$ cat src/verilog/alias_params.svh
`ifndef ALIAS_PARAMS_SVH
`define ALIAS_PARAMS_SVH

// Register offsets
`define ALIAS_ENTRY_4_OFFSET  8'h14
`define ALIAS_ENTRY_5_OFFSET  8'h15
`define ALIAS_ENTRY_6_OFFSET  8'h16
`define ALIAS_ENTRY_7_OFFSET  8'h17
`define SCRATCH_OFFSET        8'h18

// Field positions inside an alias entry byte
`define ALIAS_FIELD_MSB       7
`define ALIAS_FIELD_LSB       1

// Reset values
`define ALIAS_RESET           7'h00
`define SCRATCH_RESET         8'h00
`define UNMAPPED_READ         8'h00

// Alias value that switches an entry off
`define ALIAS_DISABLED        7'h00

`endif

$ cat src/verilog/alias_pkg.sv
package alias_pkg;

    typedef logic [6:0] i2c_addr_t;

    // One I2C transaction header seen by the local decoder
    typedef struct packed {
        i2c_addr_t addr;
        logic      rd_not_wr;
    } txn_t;

    // Header forwarded across the link, with the entry that matched
    typedef struct packed {
        i2c_addr_t addr;
        logic      rd_not_wr;
        logic [1:0] entry;
    } fwd_t;

    typedef struct packed {
        logic [7:0] addr;
        logic [7:0] wdata;
        logic       wr;
        logic       rd;
    } reg_req_t;

endpackage

$ cat src/verilog/i2c_remote_alias_decoder.sv
// The implementer's own choice: strobed register access.
`timescale 1ns/100ps
`default_nettype none
`include "alias_params.svh"

// How it works
// - Each alias entry holds a 7-bit alias in bits 7..1, reset zero.
// - Each transaction address is compared with every alias entry.
// - A match is forwarded with its address replaced by the paired one.
// - An alias of zero disables its entry; it never matches.
// - An 8-bit scratch byte stores writes and affects nothing else.
// - The scratch byte is readable and writable from both link ends.
module i2c_remote_alias_decoder #(
    parameter int N_ENTRIES = 4
) (
    // Clock and reset
    input  wire logic                   clk_sys_i,
    input  wire logic                   reset_i,
    // Local register port
    input  wire alias_pkg::reg_req_t    reg_req_i,
    output logic [7:0]                  reg_rdata_o,
    // Remote end access to the scratch byte
    input  wire logic                   remote_scratch_wr_i,
    input  wire logic                   remote_scratch_rd_i,
    input  wire logic [7:0]             remote_scratch_wdata_i,
    output logic [7:0]                  remote_scratch_rdata_o,
    // Paired remote target addresses, entries 4 to 7
    input  wire alias_pkg::i2c_addr_t   remote_target_address_i [N_ENTRIES],
    // Local transaction headers
    input  wire logic                   txn_valid_i,
    input  wire alias_pkg::txn_t        txn_i,
    // Forwarded and local-only results
    output logic                        fwd_valid_o,
    output alias_pkg::fwd_t             fwd_o,
    output logic                        local_valid_o
);

    ////////////////////////////////////////////////////////////////////////
    // Register decode

    function automatic logic addr_hit(input logic [7:0] a,
                                      input logic [7:0] off);
        addr_hit = (a == off);
    endfunction

    function automatic logic [7:0] entry_offset(input int idx);
        entry_offset = `ALIAS_ENTRY_4_OFFSET + 8'(idx);
    endfunction

    alias_pkg::i2c_addr_t alias_q [N_ENTRIES];
    alias_pkg::i2c_addr_t alias_d [N_ENTRIES];
    logic [7:0]           scratch_q;
    logic [7:0]           scratch_d;
    logic [7:0]           reg_rdata_q;
    logic [7:0]           reg_rdata_d;
    logic [7:0]           remote_rdata_q;
    logic [7:0]           remote_rdata_d;

    genvar g;
    generate
        for (g = 0; g < N_ENTRIES; g++) begin : g_alias
            always_comb begin
                alias_d[g] = alias_q[g];
                if (reg_req_i.wr && addr_hit(reg_req_i.addr,
                                             entry_offset(g))) begin
                    // Bit 0 of the byte is dropped here
                    alias_d[g] =
                        reg_req_i.wdata[`ALIAS_FIELD_MSB:`ALIAS_FIELD_LSB];
                end
            end

            always_ff @(posedge clk_sys_i) begin
                if (reset_i) begin
                    alias_q[g] <= `ALIAS_RESET;
                end else begin
                    alias_q[g] <= alias_d[g];
                end
            end
        end
    endgenerate

    // Local write wins if both ends write the scratch byte in one cycle
    always_comb begin
        scratch_d = scratch_q;
        if (reg_req_i.wr && addr_hit(reg_req_i.addr, `SCRATCH_OFFSET)) begin
            scratch_d = reg_req_i.wdata;
        end else if (remote_scratch_wr_i) begin
            scratch_d = remote_scratch_wdata_i;
        end
    end

    always_comb begin
        reg_rdata_d = `UNMAPPED_READ;
        if (reg_req_i.rd) begin
            if (addr_hit(reg_req_i.addr, `SCRATCH_OFFSET)) begin
                reg_rdata_d = scratch_q;
            end else begin
                for (int i = 0; i < N_ENTRIES; i++) begin
                    if (addr_hit(reg_req_i.addr, entry_offset(i))) begin
                        reg_rdata_d = {alias_q[i], 1'b0};
                    end
                end
            end
        end
    end

    always_comb begin
        remote_rdata_d = `UNMAPPED_READ;
        if (remote_scratch_rd_i) begin
            remote_rdata_d = scratch_q;
        end
    end

    always_ff @(posedge clk_sys_i) begin
        if (reset_i) begin
            scratch_q      <= `SCRATCH_RESET;
            reg_rdata_q    <= `UNMAPPED_READ;
            remote_rdata_q <= `UNMAPPED_READ;
        end else begin
            scratch_q      <= scratch_d;
            reg_rdata_q    <= reg_rdata_d;
            remote_rdata_q <= remote_rdata_d;
        end
    end

    assign reg_rdata_o            = reg_rdata_q;
    assign remote_scratch_rdata_o = remote_rdata_q;

    ////////////////////////////////////////////////////////////////////////
    // Alias matching; the lowest matching entry wins

    logic            fwd_valid_q;
    logic            fwd_valid_d;
    alias_pkg::fwd_t fwd_q;
    alias_pkg::fwd_t fwd_d;
    logic            local_valid_q;
    logic            local_valid_d;

    always_comb begin
        logic hit;
        hit           = 1'b0;
        fwd_d         = fwd_q;
        for (int i = N_ENTRIES - 1; i >= 0; i--) begin
            // Compare only the 7-bit address, never the R/W bit;
            // idle headers must not disturb the held forward header
            if (txn_valid_i && txn_i.addr == alias_q[i] &&
                alias_q[i] != `ALIAS_DISABLED) begin
                hit             = 1'b1;
                fwd_d.addr      = remote_target_address_i[i];
                fwd_d.rd_not_wr = txn_i.rd_not_wr;
                fwd_d.entry     = 2'(i);
            end
        end
        fwd_valid_d   = txn_valid_i && hit;
        local_valid_d = txn_valid_i && !hit;
    end

    always_ff @(posedge clk_sys_i) begin
        if (reset_i) begin
            fwd_valid_q   <= 1'b0;
            fwd_q         <= '0;
            local_valid_q <= 1'b0;
        end else begin
            fwd_valid_q   <= fwd_valid_d;
            fwd_q         <= fwd_d;
            local_valid_q <= local_valid_d;
        end
    end

    assign fwd_valid_o   = fwd_valid_q;
    assign fwd_o         = fwd_q;
    assign local_valid_o = local_valid_q;

    ////////////////////////////////////////////////////////////////////////
    // Checks

    AST_ALIAS_RESET: assert property (
        @(posedge clk_sys_i) reset_i |=> alias_q[0] == 7'h00
    ) else $error("alias entry not cleared by reset");

    AST_ALIAS_WRITE: assert property (
        @(posedge clk_sys_i) disable iff (reset_i)
        reg_req_i.wr && reg_req_i.addr == 8'h15 ##1 reg_req_i.rd &&
        reg_req_i.addr == 8'h15 && !$past(reset_i)
        |=> reg_rdata_o[7:1] == $past(reg_req_i.wdata[7:1], 2)
    ) else $error("alias entry did not store written value");

    AST_MATCH_FWD: assert property (
        @(posedge clk_sys_i) disable iff (reset_i)
        txn_valid_i && txn_i.addr == alias_q[0] && alias_q[0] != 7'h00
        |=> fwd_valid_o && !local_valid_o
    ) else $error("matching transaction not forwarded");

    AST_ADDR_SWAP: assert property (
        @(posedge clk_sys_i) disable iff (reset_i)
        txn_valid_i && txn_i.addr == alias_q[0] && alias_q[0] != 7'h00
        |=> fwd_o.addr == $past(remote_target_address_i[0]) &&
            fwd_o.entry == 2'h0
    ) else $error("forwarded address not replaced");

    AST_ZERO_OFF: assert property (
        @(posedge clk_sys_i) disable iff (reset_i)
        txn_valid_i && txn_i.addr == 7'h00 |=> !fwd_valid_o && local_valid_o
    ) else $error("zero alias matched a transaction");

    AST_SCRATCH_RW: assert property (
        @(posedge clk_sys_i) disable iff (reset_i)
        reg_req_i.wr && reg_req_i.addr == 8'h18
        |=> scratch_q == $past(reg_req_i.wdata)
    ) else $error("scratch byte did not store local write");

    AST_SCRATCH_REMOTE: assert property (
        @(posedge clk_sys_i) disable iff (reset_i)
        remote_scratch_rd_i |=> remote_scratch_rdata_o == $past(scratch_q)
    ) else $error("remote read of scratch byte wrong");

    AST_BIT0_ZERO: assert property (
        @(posedge clk_sys_i) disable iff (reset_i)
        reg_req_i.rd && reg_req_i.addr >= 8'h14 && reg_req_i.addr <= 8'h17
        |=> reg_rdata_o[0] == 1'b0
    ) else $error("alias entry bit 0 not zero");

endmodule

`default_nettype wire

$ cat config.mk
export PLATFORM = sky130hd
export DESIGN_NAME = i2c_remote_alias_decoder
export DESIGN_NICKNAME = d
export VERILOG_FILES = /design/src/verilog/alias_pkg.sv /design/src/verilog/i2c_remote_alias_decoder.sv
export VERILOG_INCLUDE_DIRS = /design/src /design/src/verilog
export SDC_FILE = /design/constraint.sdc
export NUM_CORES = 1
export LEC_CHECK = 0
export BUFFER_PORTS_ARGS = -buffer_cell sky130_fd_sc_hd__clkbuf_2
export CORE_AREA = 2 2 93 95
export DETAILED_ROUTE_END_ITERATION = 10
export DIE_AREA = 0 0 95 97
export MAX_ROUTING_LAYER = met4
export PLACE_DENSITY = 0.7
export SYNTH_ARGS = -nofsm -noshare
export SYNTH_HDL_FRONTEND = slang
export SYNTH_SLANG_ARGS = --single-unit
$ cat constraint.sdc
create_clock -name clk_sys_i -period 2.1 [get_ports clk_sys_i]
set_input_delay 0.105 -clock clk_sys_i [delete_from_list [all_inputs] [get_ports clk_sys_i]]
set_output_delay 0.105 -clock clk_sys_i [all_outputs]
set_load 0.05 [all_outputs]
==> results.py <==
metrics = {
    "synthesis": {
        "yosysUniqueCellTypes": 39,
        "yosysSeqAreaShare": 0.406,
        "synth_compound_gate_area_share": 0.136,
        "ys.flop_type": "dfxtp_1",
        "synth_fp_nets": 396,
        "yosysTopAreaCellShare": 0.406,
        "yosys.area_share.xor_xnor": 0.0769,
        "synth_top_family_by_area": "simple AND/OR/NAND/NOR gates",
        "synth-simple-area-share": 0.204,
        "synth-seq-cells": 64,
        "netlist_area_um2": 3160,
        "async_flop_share": 0,
        "ys_top_cells_by_area": "dfxtp_1 41%, mux2i_1 14%, nor2_1 5.9%, xnor2_1 3.9%, a2111oi_2 3.3%",
        "syn_area_per_cell_um2": 9.60,
        "synthAdderAreaFrac": 0,
        "synth_cells": 329,
        "synth_area_leader_cell": "dfxtp_1",
        "synth_warnings": 0,
        "muxShareOfSynthArea": 0.139,
        "synth_edf_count": 0,
    },
    "run_status": {
        "failed_checks": "setup timing",
        "status": "finished, violations left",
    },
    "sta": {
        "timing.final.crit_period_ps": 2100,
        "finalHoldViolations": 0,
        "setup_viol": 1,
        "min_period_over_period": 1.00,
        "slew_violations": 0,
        "slew-limit-headroom": 0.654,
        "holdWs_ps": 16.0,
        "fmax_mhz": 476,
        "worst_slack_ps": -0.725,
        "setup_tns_ps": -0.725,
        "clock_skew_ps": 11.2,
        "worst_pin_slew_ps": 517,
        "rsz0062_at_grt": "true",
    },
    "worst_setup_path": {
        "critPathBufInv": 2,
        "cp-end-kind": "register",
        "cp_cell_sequence": "or4_4 > nor4_4 > buf_4 > nor4_4 > buf_4 > mux2i_4 > a2111oi_4 > a221o_1",
        "criticalPathCategory": "reg -> reg",
        "cp-start-kind": "register",
        "critPathTopFamily": "simple AND/OR/NAND/NOR gates",
        "cp.required_ps": 2390,
        "arrival_ps": 2390,
        "worst_path_max_delay_cell": "or4_4",
        "path_max_fanout": 3,
        "max_stage_delay_ps": 550,
    },
    "power_and_ir_drop": {
        "intPower_mw": 1.80,
        "power_frac_seq": 0.501,
        "pwr-share-clk": 0.395,
        "peakVddDrop_mv": 0.284,
        "p_per_area_nw_per_um2": 600,
        "switching_share": 0.270,
        "switchingPower_mw": 0.667,
        "total_power_mw": 2.47,
        "leakage_nw": 1.87,
        "p_comb_frac": 0.104,
    },
    "routing": {
        "ant_nets": 0,
        "dr_total_vias": 2901,
        "first_iter_violations": 217,
        "post-route-drc-count": 0,
        "drtPass1Iterations": 7,
        "wl_per_cell_um": 16.5,
        "avgViaCountPerCell": 5.26,
        "wirelength_um": 9120,
    },
    "die": {
        "initial_core_util": 0.388,
        "die-area_um2": 9220,
        "die_h_um": 97,
        "die_w_um": 95,
        "ioPinCount": 95,
        "rows": 33,
        "core_um2": 8130,
    },
    "cts": {
        "cts_tree": "done",
        "cts.sinks": 64,
        "cts_max_path_buffers": 2,
        "cts_made_buffers": 9,
        "cts-root-buf": "clkbuf_8",
        "path_clk_slew_ps": 70,
        "clk-insertion-delay-late_ps": 350,
        "htree_levels": 3,
    },
    "placed_design": {
        "dpl_cell_area_um2": 3790,
        "dpl.cell_count": 527,
        "port_buffers": 94,
        "dp_slack_ps": -229,
        "hpwl_um": 6770,
        "gp_congestion": 0.937,
    },
    "grt": {
        "antenna_found_initial": 0,
        "grt_usage": 0.209,
        "gr-total-overflow": 0,
        "grt_first_pass_wirelength_um": 14500,
        "grt_pass1_vias": 2925,
        "grt_max_degree": 44,
    },
    "finish": {
        "finalNetCount": 509,
        "area.growth.synth_to_final_pct": 30.2,
        "drive_gt1_frac": 0.351,
        "n_fill_cell": 784,
        "finalNonFillerCells": 552,
        "final_area_um2": 4110,
        "multiInputGateArea_um2": 1810,
        "ff_latch_area_um2": 1290,
        "antenna_cells": 0,
        "finish.utilization": 0.506,
    },
    "worst_hold_path": {
        "min_path_type": "in -> reg",
    },
    "job": {
        "drv_cap": 0,
    },
}
registers in the layout, indices dropped and copies added (netlist names):
| register | flops |
|---|---|
| alias_q | 28 |
| fwd_o | 10 |
| fwd_valid_o | 1 |
| local_valid_o | 1 |
| reg_rdata_o | 8 |
| remote_scratch_rdata_o | 8 |
| scratch_q | 8 |
synth_stat cells (3+ instances only):
library cell,n
o21ai_0,7
nand2b_1,7
a221o_1,7
dfxtp_1,64
clkbuf_1,13
a2111oi_2,7
and2_1,8
nor4_1,3
nor3b_1,3
nand2_1,22
nor2_1,50
xor2_1,10
xnor2_1,14
a222oi_1,7
nand3_1,9
and3_1,4
a211oi_1,8
mux2i_1,44
a21oi_1,10
nand4_1,4
buf_2,3
nor3_1,3
placed cells by master, fill, tap and decap left out, types with 2 or more instances in the layout:
cell type      Yosys  final
dfxtp_1           64     59
xor2_1            10     10
clkbuf_2           0     94
dlygate4sd3_1      0      6
a2111oi_2          7      6
clkinvlp_4         0      3
clkbuf_8           1     10
nand3_1            9      9
nand2_1           22     22
a21oi_1           10     10
a221o_1            7      7
and2_1             8      8
nor2b_1            2      2
nor3_1             3      3
a211oi_1           8      8
a222oi_1           7      7
nor4_1             3      3
clkinv_4           0      2
xnor2_1           14     12
o21ai_0            7      7
xnor2_2            2      4
buf_4              1     23
nor4_4             2      2
mux2i_1           44     42
nand4_1            4      4
nor2_1            50     50
and3_1             4      4
o2111ai_2          2      2
dfxtp_2            0      4
nor3b_1            3      3
nand2b_1           7      7
path summary, 6_finish.rpt:
path,cells after the start,endpoint,slack (ps),start
worst max-delay path,8,fwd_o[3],-0.7,alias_q[2][2]
worst min-delay path,2,fwd_o[9],20,remote_target_address_i[27]
worst max register to register,8,fwd_o[3],-0.7,alias_q[2][2]
worst min register to register,1,fwd_o[7],490,fwd_o[7]
layout make-up:
type,instances,area share
Clock inverter,6,0.0110
Tap cell,105,0.0319
Sequential cell,64,0.314
Timing Repair Buffer,123,0.171
Clock buffer,10,0.0335
Multi-Input combinational cell,244,0.439
cells by family (layout without fill, tap and decap cells):
family          after synthesis  count (layout)
simple gates                125             125
xor+xnor                     26              26
mux                          44              44
flops                        64              64
compound gates               49              49
buf+inv                      21             139
power groups by stage:
| stage | combinational, mW | sequential, mW | clock [mW] |
|---|---|---|---|
| 2_1_floorplan | 0.105 | 1.28 | 0 |
| 3_3_place_gp | 0.236 | 1.27 | 0 |
| 3_5_place_dp | 0.240 | 1.27 | 0 |
| 4_1_cts | 0.252 | 1.24 | 0.994 |
| 5_1_grt | 0.277 | 1.24 | 1.03 |
| 6_report | 0.257 | 1.24 | 0.975 |
metal layers:
layer,track usage,wire (um),vias to the layer above
met3,0.0460,588,19
met2,0.319,4230,118
met4,0.0858,213,0
li1,-,-,1412
met1,0.266,4080,1352
met5,-,0,-
timing repair:
item,4_1_cts,5_1_grt
resized for setup,5,8
endpoints found under the hold margin,6,0
endpoints found under the setup margin,7,8
pin swaps,7,1
hold buffers,6,0
setup buffers,2,1
(Power assumes the default switching activity.)
